<file path="config.mk">
export PLATFORM = sky130hd
export DESIGN_NAME = sss_status_irq
export DESIGN_NICKNAME = d
export VERILOG_FILES = /design/src/design/sss_pkg.sv /design/src/design/sss_sync_edge.sv /design/src/design/sss_status_irq.sv
export SDC_FILE = /design/constraint.sdc
export NUM_CORES = 1
export LEC_CHECK = 0
export BUFFER_PORTS_ARGS = -buffer_cell sky130_fd_sc_hd__buf_4
export CAP_MARGIN = 0
export CORE_MARGIN = 2
export CORE_UTILIZATION = 49
export DETAILED_ROUTE_END_ITERATION = 8
export GPL_ROUTABILITY_DRIVEN = 0
export PLACE_DENSITY = 0.84
export SLEW_MARGIN = 5
export SYNTH_ARGS = -nofsm -noshare
export SYNTH_HDL_FRONTEND = slang
export SYNTH_SLANG_ARGS = --single-unit
</file>
<file path="constraint.sdc">
create_clock -name aclk -period 2 [get_ports aclk]
set_input_delay 0.4 -clock aclk [delete_from_list [all_inputs] [get_ports aclk]]
set_output_delay 0.4 -clock aclk [all_outputs]
set_load 0.02 [all_outputs]
</file>
<file path="src/design/sss_pkg.sv">
package sss_pkg;

	////////////////////////////////////////////////////////////////////////
	// register byte offsets
	localparam logic [7:0] OFF_STATUS   = 8'h00;
	localparam logic [7:0] OFF_IRQ_EN   = 8'h04;
	localparam logic [7:0] OFF_IRQ_DIS  = 8'h08;
	localparam logic [7:0] OFF_IRQ_MASK = 8'h0C;
	localparam logic [7:0] OFF_CTRL     = 8'h10;
	localparam logic [7:0] OFF_WORD_SEL = 8'hFC;

	////////////////////////////////////////////////////////////////////////
	// status and mask bit positions
	localparam int BIT_TX_HOLDING_FREE    = 0;
	localparam int BIT_TX_ALL_SENT        = 1;
	localparam int BIT_TX_COUNT_DONE      = 2;
	localparam int BIT_TX_COUNTERS_ZERO   = 3;
	localparam int BIT_RX_WORD_AVAILABLE  = 4;
	localparam int BIT_RX_OVERRUN_FLAG    = 5;
	localparam int BIT_RX_COUNT_DONE      = 6;
	localparam int BIT_RX_COUNTERS_ZERO   = 7;
	localparam int BIT_TX_FRAME_SYNC_SEEN = 10;
	localparam int BIT_RX_FRAME_SYNC_SEEN = 11;
	localparam int BIT_TRANSMITTER_ON     = 16;
	localparam int BIT_RECEIVER_ON        = 17;

	// control register bit positions
	localparam int BIT_CTRL_TX_ON   = 0;
	localparam int BIT_CTRL_RX_ON   = 1;
	localparam int BIT_CTRL_FS_EDGE = 24;

	////////////////////////////////////////////////////////////////////////
	// masks and reset values
	localparam logic [31:0] IRQ_BITS      = 32'h00000CFF;
	localparam logic [31:0] CTRL_BITS     = 32'h01000003;
	localparam logic [31:0] MASK_RESET    = 32'h00000000;
	localparam logic [31:0] CTRL_RESET    = 32'h00000000;
	localparam logic [1:0]  RESP_OKAY     = 2'h0;
	localparam logic [1:0]  RESP_SLVERR   = 2'h2;

	// frame sync edge encodings
	localparam logic EDGE_RISE = 1'h0;
	localparam logic EDGE_FALL = 1'h1;

	////////////////////////////////////////////////////////////////////////
	// carriers
	localparam int DMA_CNT_W = 16;

	typedef struct packed {
		logic [DMA_CNT_W-1:0] count;
		logic [DMA_CNT_W-1:0] next_count;
		logic                 count_wr;
		logic                 next_wr;
	} sss_dma_s;

	typedef struct packed {
		logic holding_full;
		logic shifting;
	} sss_tx_s;

	typedef struct packed {
		logic word_load;
		logic word_read;
	} sss_rx_s;

endpackage : sss_pkg

</file>
<file path="src/design/sss_sync_edge.sv">
`timescale 1ns/1ns
`default_nettype none

module sss_sync_edge (
	// clock and reset
	input  wire  logic aclk,
	input  wire  logic aresetn,
	input  wire  logic ce,
	// frame sync level and edge choice
	input  wire  logic sync_level,
	input  wire  logic edge_sel,
	// detected edge
	output logic       edge_pulse
);

	logic prev_q;
	logic rise;
	logic fall;

	assign rise       = sync_level & ~prev_q;
	assign fall       = ~sync_level & prev_q;
	assign edge_pulse = (edge_sel == sss_pkg::EDGE_FALL) ? fall : rise;

	always_ff @(posedge aclk) begin
		if (!aresetn) begin
			prev_q <= 1'b0;
		end else if (ce) begin
			prev_q <= sync_level;
		end
	end

endmodule : sss_sync_edge

`default_nettype wire

</file>
<file path="src/design/sss_status_irq.sv">
//
// Contract
// holding free flag low while data waits
// all sent only when shifted out completely
// tx count done once counter reached zero
// tx counters zero while both counters zero
// rx word available while holding register full
// overrun on reload unread; clear on read
// rx count done at zero; write clears
// rx counters zero while both counters zero
// tx sync sticky until status read
// rx sync sticky until status read
// bit 16 shows transmitter enable
// bit 17 shows receiver enable
// enable write sets written mask bits
// disable write clears written mask bits
// mask read returns enabled sources
// edge select: 0 rising, 1 falling (tx sync only; rx sync always uses the rising edge)
// irq when flag and mask; mask reset clear
// status read clears only sticky flags
//
// The AXI4-Lite interface to the registers and the address map were left to the implementer.
`timescale 1ns/1ns
`default_nettype none

module sss_status_irq #(
	parameter int ADDR_W = 8
) (
	// clock, reset, enable
	input  wire  logic              aclk,
	input  wire  logic              aresetn,
	input  wire  logic              ce,
	// axi4-lite write address
	input  wire  logic              s_axi_awvalid,
	output logic                    s_axi_awready,
	input  wire  logic [ADDR_W-1:0] s_axi_awaddr,
	input  wire  logic [2:0]        s_axi_awprot,
	// axi4-lite write data
	input  wire  logic              s_axi_wvalid,
	output logic                    s_axi_wready,
	input  wire  logic [31:0]       s_axi_wdata,
	input  wire  logic [3:0]        s_axi_wstrb,
	// axi4-lite write response
	output logic                    s_axi_bvalid,
	input  wire  logic              s_axi_bready,
	output logic [1:0]              s_axi_bresp,
	// axi4-lite read address
	input  wire  logic              s_axi_arvalid,
	output logic                    s_axi_arready,
	input  wire  logic [ADDR_W-1:0] s_axi_araddr,
	input  wire  logic [2:0]        s_axi_arprot,
	// axi4-lite read data
	output logic                    s_axi_rvalid,
	input  wire  logic              s_axi_rready,
	output logic [31:0]             s_axi_rdata,
	output logic [1:0]              s_axi_rresp,
	// shifter and holding register state
	input  wire  sss_pkg::sss_tx_s  tx_state,
	input  wire  sss_pkg::sss_rx_s  rx_state,
	// peripheral dma counters
	input  wire  sss_pkg::sss_dma_s tx_dma,
	input  wire  sss_pkg::sss_dma_s rx_dma,
	// frame sync levels
	input  wire  logic              tx_frame_sync,
	input  wire  logic              rx_frame_sync,
	// control outputs to the shifters
	output logic                    transmitter_on,
	output logic                    receiver_on,
	output logic                    frame_sync_edge_select,
	// interrupt
	output logic                    irq
);

	////////////////////////////////////////////////////////////////////////
	// declarations

	logic              aw_held_q;
	logic [ADDR_W-1:0] aw_addr_q;
	logic              w_held_q;
	logic [31:0]       w_data_q;
	logic [3:0]        w_strb_q;
	logic              bvalid_q;
	logic [1:0]        bresp_q;
	logic              rvalid_q;
	logic [31:0]       rdata_q;
	logic [1:0]        rresp_q;

	logic [31:0]       mask_q;
	logic [31:0]       mask_d;
	logic [31:0]       ctrl_q;
	logic [31:0]       ctrl_d;

	logic              tx_count_done_q;
	logic              rx_count_done_q;
	logic              tx_zero_prev_q;
	logic              rx_zero_prev_q;
	logic              rx_word_available_q;
	logic              rx_overrun_flag_q;
	logic              tx_frame_sync_seen_q;
	logic              rx_frame_sync_seen_q;

	logic              wr_fire;
	logic              rd_fire;
	logic [7:0]        wr_off;
	logic [7:0]        rd_off;
	logic [31:0]       wr_bits;
	logic              wr_status;
	logic              wr_irq_en;
	logic              wr_irq_dis;
	logic              wr_irq_mask;
	logic              wr_ctrl;
	logic              wr_mapped;
	logic              rd_status;
	logic              rd_irq_mask;
	logic              rd_ctrl;
	logic              rd_wo;
	logic              rd_mapped;
	logic [31:0]       rd_value;
	logic              status_clear;
	logic [31:0]       w1c_bits;

	logic              tx_holding_free;
	logic              tx_all_sent;
	logic              tx_counters_zero;
	logic              rx_counters_zero;
	logic              tx_count_zero;
	logic              rx_count_zero;
	logic              tx_zero_event;
	logic              rx_zero_event;
	logic              tx_sync_edge;
	logic              rx_sync_edge;
	logic              overrun_event;
	logic [31:0]       status;

	////////////////////////////////////////////////////////////////////////
	// axi handshakes

	assign s_axi_awready = ~aw_held_q & ~bvalid_q;
	assign s_axi_wready  = ~w_held_q & ~bvalid_q;
	assign s_axi_arready = ~rvalid_q;
	assign s_axi_bvalid  = bvalid_q;
	assign s_axi_bresp   = bresp_q;
	assign s_axi_rvalid  = rvalid_q;
	assign s_axi_rdata   = rdata_q;
	assign s_axi_rresp   = rresp_q;

	assign wr_fire = aw_held_q & w_held_q & ~bvalid_q;
	assign rd_fire = s_axi_arvalid & ~rvalid_q;

	always_ff @(posedge aclk) begin
		if (!aresetn) begin
			aw_held_q <= 1'b0;
			aw_addr_q <= '0;
		end else if (ce) begin
			if (s_axi_awvalid && s_axi_awready) begin
				aw_held_q <= 1'b1;
				aw_addr_q <= s_axi_awaddr;
			end else if (wr_fire) begin
				aw_held_q <= 1'b0;
			end
		end
	end

	always_ff @(posedge aclk) begin
		if (!aresetn) begin
			w_held_q <= 1'b0;
			w_data_q <= '0;
			w_strb_q <= '0;
		end else if (ce) begin
			if (s_axi_wvalid && s_axi_wready) begin
				w_held_q <= 1'b1;
				w_data_q <= s_axi_wdata;
				w_strb_q <= s_axi_wstrb;
			end else if (wr_fire) begin
				w_held_q <= 1'b0;
			end
		end
	end

	always_ff @(posedge aclk) begin
		if (!aresetn) begin
			bvalid_q <= 1'b0;
			bresp_q  <= sss_pkg::RESP_OKAY;
		end else if (ce) begin
			if (wr_fire) begin
				bvalid_q <= 1'b1;
				bresp_q  <= wr_mapped ? sss_pkg::RESP_OKAY
				                      : sss_pkg::RESP_SLVERR;
			end else if (s_axi_bready) begin
				bvalid_q <= 1'b0;
			end
		end
	end

	always_ff @(posedge aclk) begin
		if (!aresetn) begin
			rvalid_q <= 1'b0;
			rdata_q  <= '0;
			rresp_q  <= sss_pkg::RESP_OKAY;
		end else if (ce) begin
			if (rd_fire) begin
				rvalid_q <= 1'b1;
				rdata_q  <= rd_value;
				rresp_q  <= rd_mapped ? sss_pkg::RESP_OKAY
				                      : sss_pkg::RESP_SLVERR;
			end else if (s_axi_rready) begin
				rvalid_q <= 1'b0;
			end
		end
	end

	////////////////////////////////////////////////////////////////////////
	// address decode

	assign wr_off      = aw_addr_q[7:0] & sss_pkg::OFF_WORD_SEL;
	assign rd_off      = s_axi_araddr[7:0] & sss_pkg::OFF_WORD_SEL;
	assign wr_bits     = w_data_q & {{8{w_strb_q[3]}}, {8{w_strb_q[2]}},
	                                 {8{w_strb_q[1]}}, {8{w_strb_q[0]}}};
	assign wr_status   = wr_fire & (wr_off == sss_pkg::OFF_STATUS);
	assign wr_irq_en   = wr_fire & (wr_off == sss_pkg::OFF_IRQ_EN);
	assign wr_irq_dis  = wr_fire & (wr_off == sss_pkg::OFF_IRQ_DIS);
	assign wr_irq_mask = wr_fire & (wr_off == sss_pkg::OFF_IRQ_MASK);
	assign wr_ctrl     = wr_fire & (wr_off == sss_pkg::OFF_CTRL);
	assign wr_mapped   = wr_status | wr_irq_en | wr_irq_dis
	                   | wr_irq_mask | wr_ctrl;

	assign rd_status   = rd_off == sss_pkg::OFF_STATUS;
	assign rd_irq_mask = rd_off == sss_pkg::OFF_IRQ_MASK;
	assign rd_ctrl     = rd_off == sss_pkg::OFF_CTRL;
	assign rd_wo       = (rd_off == sss_pkg::OFF_IRQ_EN)
	                   | (rd_off == sss_pkg::OFF_IRQ_DIS);
	assign rd_mapped   = rd_status | rd_irq_mask | rd_ctrl | rd_wo;
	assign rd_value    = rd_status   ? status :
	                     rd_irq_mask ? mask_q :
	                     rd_ctrl     ? ctrl_q : 32'h00000000;

	// read of status, and write-one-to-clear of the sticky flags
	assign status_clear = rd_fire & rd_status;
	assign w1c_bits     = wr_status ? wr_bits : 32'h00000000;

	////////////////////////////////////////////////////////////////////////
	// mask and control registers

	assign mask_d = wr_irq_en  ? (mask_q | (wr_bits & sss_pkg::IRQ_BITS)) :
	                wr_irq_dis ? (mask_q & ~wr_bits) : mask_q;

	assign ctrl_d = wr_ctrl ? (wr_bits & sss_pkg::CTRL_BITS)
	                        | (ctrl_q & ~{{8{w_strb_q[3]}}, {8{w_strb_q[2]}},
	                                     {8{w_strb_q[1]}}, {8{w_strb_q[0]}}}
	                                  & sss_pkg::CTRL_BITS)
	                        : ctrl_q;

	always_ff @(posedge aclk) begin
		if (!aresetn) begin
			mask_q <= sss_pkg::MASK_RESET;
			ctrl_q <= sss_pkg::CTRL_RESET;
		end else if (ce) begin
			mask_q <= mask_d;
			ctrl_q <= ctrl_d;
		end
	end

	assign transmitter_on         = ctrl_q[sss_pkg::BIT_CTRL_TX_ON];
	assign receiver_on            = ctrl_q[sss_pkg::BIT_CTRL_RX_ON];
	assign frame_sync_edge_select = ctrl_q[sss_pkg::BIT_CTRL_FS_EDGE];

	////////////////////////////////////////////////////////////////////////
	// level flags

	assign tx_holding_free  = ~tx_state.holding_full;
	assign tx_all_sent      = ~tx_state.holding_full
	                        & ~tx_state.shifting;
	assign tx_count_zero    = tx_dma.count == '0;
	assign rx_count_zero    = rx_dma.count == '0;
	assign tx_counters_zero = tx_count_zero
	                        & (tx_dma.next_count == '0);
	assign rx_counters_zero = rx_count_zero
	                        & (rx_dma.next_count == '0);

	////////////////////////////////////////////////////////////////////////
	// counter end flags

	assign tx_zero_event = tx_count_zero & ~tx_zero_prev_q;
	assign rx_zero_event = rx_count_zero & ~rx_zero_prev_q;

	always_ff @(posedge aclk) begin
		if (!aresetn) begin
			tx_zero_prev_q  <= 1'b1;
			rx_zero_prev_q  <= 1'b1;
			tx_count_done_q <= 1'b0;
			rx_count_done_q <= 1'b0;
		end else if (ce) begin
			tx_zero_prev_q <= tx_count_zero;
			rx_zero_prev_q <= rx_count_zero;
			if (tx_zero_event) begin
				tx_count_done_q <= 1'b1;
			end else if (tx_dma.count_wr || tx_dma.next_wr) begin
				tx_count_done_q <= 1'b0;
			end
			if (rx_zero_event) begin
				rx_count_done_q <= 1'b1;
			end else if (rx_dma.count_wr || rx_dma.next_wr) begin
				rx_count_done_q <= 1'b0;
			end
		end
	end

	////////////////////////////////////////////////////////////////////////
	// receive holding flags

	assign overrun_event = rx_state.word_load & rx_word_available_q
	                     & ~rx_state.word_read;

	always_ff @(posedge aclk) begin
		if (!aresetn) begin
			rx_word_available_q <= 1'b0;
			rx_overrun_flag_q   <= 1'b0;
		end else if (ce) begin
			if (rx_state.word_load) begin
				rx_word_available_q <= 1'b1;
			end else if (rx_state.word_read) begin
				rx_word_available_q <= 1'b0;
			end
			if (overrun_event) begin
				rx_overrun_flag_q <= 1'b1;
			end else if (status_clear
			    || w1c_bits[sss_pkg::BIT_RX_OVERRUN_FLAG]) begin
				rx_overrun_flag_q <= 1'b0;
			end
		end
	end

	////////////////////////////////////////////////////////////////////////
	// frame sync flags

	sss_sync_edge u_tx_edge (
		.aclk       (aclk),
		.aresetn    (aresetn),
		.ce         (ce),
		.sync_level (tx_frame_sync),
		.edge_sel   (frame_sync_edge_select),
		.edge_pulse (tx_sync_edge)
	);

	sss_sync_edge u_rx_edge (
		.aclk       (aclk),
		.aresetn    (aresetn),
		.ce         (ce),
		.sync_level (rx_frame_sync),
		.edge_sel   (sss_pkg::EDGE_RISE),
		.edge_pulse (rx_sync_edge)
	);

	always_ff @(posedge aclk) begin
		if (!aresetn) begin
			tx_frame_sync_seen_q <= 1'b0;
			rx_frame_sync_seen_q <= 1'b0;
		end else if (ce) begin
			if (tx_sync_edge) begin
				tx_frame_sync_seen_q <= 1'b1;
			end else if (status_clear
			    || w1c_bits[sss_pkg::BIT_TX_FRAME_SYNC_SEEN]) begin
				tx_frame_sync_seen_q <= 1'b0;
			end
			if (rx_sync_edge) begin
				rx_frame_sync_seen_q <= 1'b1;
			end else if (status_clear
			    || w1c_bits[sss_pkg::BIT_RX_FRAME_SYNC_SEEN]) begin
				rx_frame_sync_seen_q <= 1'b0;
			end
		end
	end

	////////////////////////////////////////////////////////////////////////
	// status word and interrupt

	always_comb begin
		status = 32'h00000000;
		status[sss_pkg::BIT_TX_HOLDING_FREE]    = tx_holding_free;
		status[sss_pkg::BIT_TX_ALL_SENT]        = tx_all_sent;
		status[sss_pkg::BIT_TX_COUNT_DONE]      = tx_count_done_q;
		status[sss_pkg::BIT_TX_COUNTERS_ZERO]   = tx_counters_zero;
		status[sss_pkg::BIT_RX_WORD_AVAILABLE]  = rx_word_available_q;
		status[sss_pkg::BIT_RX_OVERRUN_FLAG]    = rx_overrun_flag_q;
		status[sss_pkg::BIT_RX_COUNT_DONE]      = rx_count_done_q;
		status[sss_pkg::BIT_RX_COUNTERS_ZERO]   = rx_counters_zero;
		status[sss_pkg::BIT_TX_FRAME_SYNC_SEEN] = tx_frame_sync_seen_q;
		status[sss_pkg::BIT_RX_FRAME_SYNC_SEEN] = rx_frame_sync_seen_q;
		status[sss_pkg::BIT_TRANSMITTER_ON]     = transmitter_on;
		status[sss_pkg::BIT_RECEIVER_ON]        = receiver_on;
	end

	assign irq = |(status & mask_q & sss_pkg::IRQ_BITS);

	////////////////////////////////////////////////////////////////////////
	// unused protection bits

	logic unused_prot;
	assign unused_prot = ^{s_axi_awprot, s_axi_arprot};

endmodule : sss_status_irq

`default_nettype wire

</file>
==> results.sh, run 1 <==
export IMPL_status="finished with violations"
export IMPL_violations="negative setup slack"
export IMPL_placedCellCount=881
export IMPL_hold_path_startpoint="s_axi_awaddr[7]"
export IMPL_drv_cap=0
export IMPL_finalPower_mw=6.47
export IMPL_crit_path_start_kind="flop"
export IMPL_netlist_area_sq_um=4990
export IMPL_synthTopCellsByCount="nand2_1, dfxtp_1, a21oi_1, nor2_1"
export IMPL_crit_fanout=3
export IMPL_min_path_type="in2reg"
export IMPL_grt_pass1_vias=5059
export IMPL_wl_per_cell_microns=16.5
export IMPL_remaining_drc_errors=0
export IMPL_drive_above_1_share_pct=30.4
export IMPL_grt_max_degree=49
export IMPL_period_share_pct=114
export IMPL_diodes=0
export IMPL_ios=185
export IMPL_drv_slew=0
export IMPL_rsz0062_at_grt="true"
export IMPL_synth_edff_count=0
export IMPL_path_class="reg2out"
export IMPL_slowest_stage="dfxtp_2"
export IMPL_synth_most_common_cell="nand2_1"
export IMPL_wl_mm=15.1
export IMPL_area_growth_pct=41.9
export IMPL_post_dp_cell_area_sq_um=6430
export IMPL_cp_cell_sequence="a22o_1 > a221oi_2 > o211ai_1 > a221o_1 > buf_6"
export IMPL_synth_top_area_share_pct=50.1
export IMPL_core_area_sq_um=9820
export IMPL_antenna_left=0
export IMPL_yosys_cell_types_count=48
export IMPL_die_w_microns=105
export IMPL_crit_path_end_kind="output port"
export IMPL_reg2reg_from="aw_addr_q[7]"
export IMPL_htree_num_levels=4
export IMPL_p_leak_nw=3.01
export IMPL_slowest_delay_ps=330
export IMPL_finalSetupViolCount=1
export IMPL_first_pass_iters=4
export IMPL_ys_warn_count=0
export IMPL_dp_hpwl_mm=10.4
export IMPL_drt_iter0_drc=345
export IMPL_grtUsageTotal_pct=27.4
export IMPL_clk_pin_slew_ps=60
export IMPL_hold_viol=0
export IMPL_power_density_nw_per_um2=914
export IMPL_yosysSeqAreaShare_pct=50.1
export IMPL_finalNonFillerCells=913
export IMPL_numCtsBuffers=17
export IMPL_vdd_drop_max_uv=458
export IMPL_clock_path_buffers=2
export IMPL_grt_pass1_wl_mm=24.1
export IMPL_nets=909
export IMPL_syn_area_per_cell_sq_um=8.34
export IMPL_num_fill_cells=740
export IMPL_antenna_found_initial=0
export IMPL_max_freq_mhz=440
export IMPL_vias_per_cell=5.59
export IMPL_worst_ep_required_time_ps=1600
export IMPL_clock_skew_ps=9.09
export IMPL_io_buffer_count=172
export IMPL_synth_ff_type="dfxtp_1"
export IMPL_initial_core_util_pct=50.9
export IMPL_fin_ws_ps=-273
export IMPL_crit_arrival_ps=1870
export IMPL_ys_async_sr_fraction_pct=0
export IMPL_die_area_sq_um=11000
export IMPL_synth_area_leaders="dfxtp_1, nand2_1, a21oi_1, nor2_1, mux2i_1"
export IMPL_place_ws_ps=64.7
export IMPL_numClockSinks=125
export IMPL_ys_seq_elements=125
export IMPL_synth_area_leader_cell="dfxtp_1"
export IMPL_root_buffer="clkbuf_8"
export IMPL_fp_dieH_microns=105
export IMPL_clkLatencyLatePin_ps=530
export IMPL_num_vias=5105
export IMPL_fin_area_sq_um=7090
export IMPL_grt_remaining_overflow=0
export IMPL_synthCells=599
export IMPL_cts_tree="yes"
export IMPL_rows=36
export IMPL_fin_crit_ps=2270
## timing repair
action                                 in CTS  in global routing
resized for setup                           5                  0
pin swaps                                   2                  0
hold buffers                                0                  0
setup buffers                               2                  0
endpoints found under the hold margin       0                  0
setup endpoints to repair                   1                  1
## metal layers
metal / routed length [microns] / track usage [%] / vias up
li1: - / - / 2446
met1: 5720 / 30.3 / 2381
met2: 7660 / 48.4 / 240
met3: 1260 / 8.36 / 38
met4: 420 / 11.8 / 0
met5: 0 / 0 / -
## power by group
group | internal (mW) | switching, mW | total [mW]
clock network | 2.17 | 1.09 | 3.26
registers | 2.57 | 0.0654 | 2.63
logic | 0.299 | 0.284 | 0.583
total | 5.04 | 1.44 | 6.47
## cells in the final DEF (no fill, tap or decap), types with 3 or more instances in the layout
cell / Yosys / final
a21oi_1: 88 / 88
a221oi_1: 11 / 10
a31oi_1: 11 / 11
a32o_1: 3 / 3
and3_1: 3 / 3
buf_4: 4 / 190
bufinv_16: 0 / 5
clkbuf_16: 0 / 16
dfxtp_1: 125 / 122
dfxtp_2: 0 / 3
inv_1: 8 / 7
mux2i_1: 14 / 14
nand2_1: 137 / 137
nand3_1: 28 / 28
nand4_1: 6 / 6
nor2_1: 41 / 41
nor2_8: 3 / 3
nor3_1: 3 / 3
nor4_1: 18 / 18
o21ai_0: 23 / 23
## worst max-delay path: cells and delay by family (launching register included)
| kind | cells | cell delay, ps |
|---|---|---|
| AO/OA/AOI/OAI | 4 | 870 |
| buffers and inverters | 1 | 140 |
| flip-flops | 1 | 330 |
## path summary, 6_finish.rpt
check / to / slack [ps] / cells after the start
worst min register to register: mask_q[30] / 420 / 1
worst max register to register: flop / 50 / 4
worst min-delay path: aw_addr_q[7] / 110 / 3
worst max-delay path: irq / -270 / 5
## final cells by class
type | count | area, sq um | area share [%]
Clock buffer | 20 | 435 | 6.14
Clock inverter | 10 | 189 | 2.67
Inverter | 8 | 30.0 | 0.424
Multi-Input combinational cell | 424 | 2280 | 32.2
Sequential cell | 125 | 2510 | 35.4
Tap cell | 133 | 166 | 2.35
Timing Repair Buffer | 193 | 1480 | 20.9
## cell families (layout without fill, tap and decap cells)
kind of cell	after synthesis	in the layout	synth area share (%)
mux	14	14	2.81
buf+inv	51	231	4.69
compound gates	146	146	16.7
other cells	1	2	0.0751
flops	125	125	50.1
xor+xnor	1	1	0.175
simple gates	261	261	25.5
## metrics by stage
stage                     setup TNS, ps  hold slack, ps  utilization [%]
after global routing               -316             108             72.2
after CTS                          -226            98.4             72.2
after floorplan                       0             403                -
after detailed placement              0             414             65.5
after global placement                0             407             65.5
final                              -273             115             72.2
No activity file was read; power rests on OpenSTA's default activity.
==> run 2: changes to the inputs <==
ABC_AREA = 1   (was not set)
CORE_UTILIZATION = 50   (was 49)
PLACE_DENSITY = 0.85   (was 0.84)
==> run 2 against run 1 <==
Effect of this change: largest cell class unchanged; critical endpoint unchanged; the flow now finishes without violations; power fell by 5.8%; sequential power is essentially flat; clock skew is 1.1 ps lower; design area grew 3.1%; via count up 5.5%.
==> results.sh, run 2 <==
export IMPL_drive_above_1_share_pct=27.9
export IMPL_synth_area_leaders="dfxtp_1, nor2_1, nand2_1, o21ai_0, inv_1"
export IMPL_finalSetupViolCount=0
export IMPL_remaining_drc_errors=0
export IMPL_syn_area_per_cell_sq_um=7.24
export IMPL_synth_ff_type="dfxtp_1"
export IMPL_placedCellCount=1025
export IMPL_p_leak_nw=3.36
export IMPL_drt_iter0_drc=351
export IMPL_rsz0062_at_grt="true"
export IMPL_die_w_microns=108
export IMPL_worstHoldPathCells=3
export IMPL_max_slew_margin_rel_pct=60.1
export IMPL_diodes=0
export IMPL_synth_top_area_share_pct=46.3
export IMPL_root_buffer="clkbuf_8"
export IMPL_status="complete, no violations"
export IMPL_htree_num_levels=4
export IMPL_numClockSinks=125
export IMPL_period_share_pct=96.9
export IMPL_power_density_nw_per_um2=835
export IMPL_clkLatencyLatePin_ps=520
export IMPL_synth_most_common_cell="nor2_1"
export IMPL_io_buffer_count=172
export IMPL_synth_area_leader_cell="dfxtp_1"
export IMPL_grtUsageTotal_pct=25.6
export IMPL_num_vias=5387
export IMPL_numCtsBuffers=17
export IMPL_ys_warn_count=0
export IMPL_grt_pass1_wl_mm=23.3
export IMPL_worst_ep_required_time_ps=1600
export IMPL_holdWs_ps=127
export IMPL_final_util_pct=70.2
export IMPL_initial_core_util_pct=51.8
export IMPL_path_class="reg2out"
export IMPL_vdd_drop_max_uv=739
export IMPL_clock_skew_ps=7.98
export IMPL_core_area_sq_um=10400
export IMPL_synth_edff_count=0
export IMPL_crit_fanout=2
export IMPL_fin_ws_ps=62.9
export IMPL_cts_tree="yes"
export IMPL_netlist_area_sq_um=5400
export IMPL_grt_pass1_vias=4979
export IMPL_antenna_left=0
export IMPL_drv_slew=0
export IMPL_crit_path_start_kind="flop"
export IMPL_tightest_slew_ps=598
export IMPL_area_growth_pct=35.4
export IMPL_fp_dieH_microns=108
export IMPL_first_pass_iters=5
export IMPL_ys_async_sr_fraction_pct=0
export IMPL_num_fill_cells=827
export IMPL_grt_max_degree=50
export IMPL_synthTopCellsByCount="nor2_1, dfxtp_1, nand2_1, o21ai_0, inv_1"
export IMPL_tns_ps=0
export IMPL_reg2reg_depth=7
export IMPL_place_ws_ps=106
export IMPL_grt_remaining_overflow=0
export IMPL_min_path_type="in2reg"
export IMPL_hold_viol=0
export IMPL_nets=1049
export IMPL_die_area_sq_um=11600
export IMPL_dp_hpwl_mm=10.1
export IMPL_antenna_found_initial=0
export IMPL_yosys_cell_types_count=30
export IMPL_yosysSeqAreaShare_pct=46.3
export IMPL_synthCells=746
export IMPL_wl_mm=14.5
export IMPL_drv_cap=0
export IMPL_clk_pin_slew_ps=60
export IMPL_fin_crit_ps=1940
export IMPL_final_cell_mix="buf_4, nor2_1, nand2_1, dfxtp_1, o21ai_0"
export IMPL_rows=37
export IMPL_vias_per_cell=5.09
export IMPL_wl_per_cell_microns=13.7
export IMPL_finalNonFillerCells=1058
export IMPL_ys_seq_elements=125
export IMPL_clock_path_buffers=2
export IMPL_seqCellArea_sq_um=2510
export IMPL_crit_path_end_kind="output port"
export IMPL_crit_arrival_ps=1540
export IMPL_max_freq_mhz=516
export IMPL_final_common_cell="buf_4"
export IMPL_multi_input_area_sq_um=2390
export IMPL_ios=185
[run 2: cell count changes after synthesis, sizes merged, moves of 14 or more]
cell    before  now
mux2i       14    0
o21bai       0   27
inv          8   79
o21ai       24   92
nor2        44  143
a21oi       88   38
nand3       28   42
nor4        19    0
[run 2: worst max-delay path: stages, from the launching register on]
cell and delay, ps:
dfxtp_2 330, inv_2 60, o22ai_2 80, nor3_2 170, nand4_1 190, buf_6 190
[run 2: cells by family after synthesis]
kind of cell,count (synthesis),share of synthesized area (%)
AOI/OAI and AO/OA,170,17.7
buffers and inverters,120,9.64
DFF,125,46.3
other,1,0.0695
and+or+nand+nor,330,26.2
[run 2: final cells by class]
class	instances	share of cell area (%)
Inverter	79	4.13
Clock inverter	14	1.69
Clock buffer	18	5.86
Multi-Input combinational cell	502	32.7
Timing Repair Buffer	184	19.0
Tap cell	136	2.33
Sequential cell	125	34.3
[run 2: routing by layer]
layer	vias up	part of all wire, %	global-route usage, %
li1	2731	-	-
met1	2401	41	29.6
met2	226	48	44.3
met3	29	8.4	8.54
met4	0	2.7	8.88
met5	-	0	0
[run 2: what timing repair did]
action | 4_1_cts | 5_1_grt
resized for setup | 4 | 14
pin swaps | 2 | 2
endpoints found under the setup margin | 1 | 1
hold buffers | 0 | 0
setup buffers | 0 | 1
cloned | 0 | 0
[run 2: power breakdown]
part	internal (mW)	switching (mW)	leakage (nW)
clock network	1.60	1.23	0.264
logic	0.297	0.316	2.08
registers	2.59	0.0687	1.02
[run 2: per-stage QoR]
step           instance area, sq um  power [mW]
6_report                       7310        6.10
3_5_place_dp                   6730        3.32
3_3_place_gp                   6730        3.30
5_1_grt                        7310        6.32
4_1_cts                        7280        6.11
2_1_floorplan                  5400        3.02
[run 2: final timing paths]
| check | start | end | slack, ps |
|---|---|---|---|
| setup / recovery | flop | irq | 60 |
| hold / removal | s_axi_wdata[28] | w_data_q[28] | 130 |
| setup reg to reg | s_axi_bvalid | mask_q[9] | 350 |
| hold reg to reg | u_rx_edge.prev_q | u_rx_edge.prev_q | 460 |
==> run 3: changes to the inputs <==
PLACE_DENSITY = 0.8   (was 0.85)
==> run 3 against run 2 <==
Effect of this change: power is 2.4% higher; worst setup slack lost 25 ps; worst hold slack better by 9.8 ps; sequential power about the same; non-clock buffer count down 3; critical path type unchanged; highest routed layer unchanged.
==> results.sh, run 3 (synthesis results as in run 2) <==
export IMPL_area_growth_pct=35.4
export IMPL_numCtsBuffers=17
export IMPL_cts_tree="yes"
export IMPL_drv_slew=0
export IMPL_final_common_cell="buf_4"
export IMPL_crit_path_end_kind="output port"
export IMPL_hold_viol=0
export IMPL_tightest_slew_ps=593
export IMPL_root_buffer="clkbuf_8"
export IMPL_crit_fanout=2
export IMPL_p_comb_share_pct=9.8
export IMPL_grt_remaining_overflow=0
export IMPL_ios=185
export IMPL_first_pass_iters=5
export IMPL_p_seq_share_pct=42.6
export IMPL_initial_core_util_pct=51.8
export IMPL_antenna_found_initial=0
export IMPL_p_leak_nw=3.36
export IMPL_grt_pass1_vias=5205
export IMPL_clock_skew_ps=9.09
export IMPL_wl_per_cell_microns=13.7
export IMPL_worst_ep_required_time_ps=1600
export IMPL_clkLatencyLatePin_ps=510
export IMPL_num_fill_cells=827
export IMPL_status="complete, no violations"
export IMPL_tns_ps=0
export IMPL_antenna_left=0
export IMPL_period_share_pct=98.1
export IMPL_drt_iter0_drc=289
export IMPL_max_freq_mhz=510
export IMPL_fp_dieH_microns=108
export IMPL_finalSetupViolCount=0
export IMPL_grt_pass1_wl_mm=23.1
export IMPL_rows=37
export IMPL_power_density_nw_per_um2=854
export IMPL_min_path_type="in2reg"
export IMPL_fin_crit_ps=1960
export IMPL_drive_above_1_share_pct=26.7
export IMPL_clk_pin_slew_ps=60
export IMPL_ctsHoldBuffers=0
export IMPL_hold_path_startpoint="s_axi_wdata[23]"
export IMPL_num_vias=5463
export IMPL_die_area_sq_um=11600
export IMPL_multi_input_area_sq_um=2390
export IMPL_die_w_microns=108
export IMPL_core_area_sq_um=10400
export IMPL_place_ws_ps=105
export IMPL_clock_path_buffers=2
export IMPL_crit_arrival_ps=1560
export IMPL_final_cell_mix="buf_4, nor2_1, dfxtp_1, nand2_1, o21ai_0"
export IMPL_p_sw_mw=1.46
export IMPL_dp_hpwl_mm=10.2
export IMPL_remaining_drc_errors=0
export IMPL_drv_cap=0
export IMPL_wl_mm=14.5
export IMPL_rsz0062_at_grt="false"
export IMPL_clkPwrFrac_pct=47.6
export IMPL_reg2reg_from="s_axi_bvalid"
export IMPL_nets=1046
export IMPL_cts_setup_buffers=0
export IMPL_htree_num_levels=4
export IMPL_seqCellArea_sq_um=2500
export IMPL_vias_per_cell=5.18
export IMPL_path_class="reg2out"
export IMPL_p_int_mw=4.78
export IMPL_diodes=0
export IMPL_io_buffer_count=172
export IMPL_grt_max_degree=47
export IMPL_numClockSinks=125
export IMPL_fin_ws_ps=38.2
export IMPL_crit_path_start_kind="flop"
export IMPL_grtUsageTotal_pct=25.1
export IMPL_switching_share_pct=23.4
export IMPL_max_slew_margin_rel_pct=60.4
export IMPL_vdd_drop_max_uv=550
==> run 3: cell count changes in the layout (fill, tap and decap cells not counted), sizes merged <==
cell,delta
clkbuf,+4
inv,-7
bufinv,+2
buf,-3
==> run 3: worst paths after layout <==
path,to,slack [ps],cells past startpoint
setup / recovery,irq,40,5
hold / removal,w_data_q[23],140,3
setup reg to reg,mask_q[17],480,7
hold reg to reg,u_rx_edge.prev_q,470,2
==> run 3: per-stage QoR <==
stage          cell area, sq um  std cells  util [%]  hold slack (ps)  power [mW]
2_1_floorplan              5400        747         -              431        3.02
3_3_place_gp               6710       1023      64.4              444        3.30
3_5_place_dp               6710       1023      64.4              456        3.32
4_1_cts                    7300       1054      70.1              120        6.28
5_1_grt                    7310       1054      70.2              136        6.45
6_report                   7310       1054      70.2              136        6.24
==> run 3: layout make-up <==
type	instances	share of cell area [%]
Multi-Input combinational cell	502	32.7
Sequential cell	125	34.3
Timing Repair Buffer	181	18.6
Clock inverter	9	1.51
Clock buffer	22	6.47
Tap cell	136	2.33
Inverter	79	4.13
==> run 3: power groups by stage <==
stage / Clock (mW) / Combinational (mW) / Sequential [mW]
2_1_floorplan: 0 / 0.312 / 2.70
3_3_place_gp: 0 / 0.595 / 2.70
3_5_place_dp: 0 / 0.608 / 2.71
4_1_cts: 3.01 / 0.615 / 2.66
5_1_grt: 3.10 / 0.679 / 2.67
6_report: 2.97 / 0.613 / 2.66
==> run 3: repair_timing <==
action / in CTS / in global routing
endpoints found under the setup margin: 1 / 1
pin swaps: 2 / 2
resized for setup: 3 / 8
==> run 3: layer usage <==
| layer | global-route usage (%) | wire, microns |
|---|---|---|
| met1 | 28.4 | 5840 |
| met2 | 44.5 | 7160 |
| met3 | 6.48 | 1150 |
| met4 | 11.0 | 317 |
| met5 | 0 | 0 |
==> run 3: worst max-delay path, stage by stage (launching register included) <==
cell and delay, ps:
dfxtp_2 330, inv_2 50, o22ai_1 80, nor3_2 220, nand4_1 180, buf_6 180
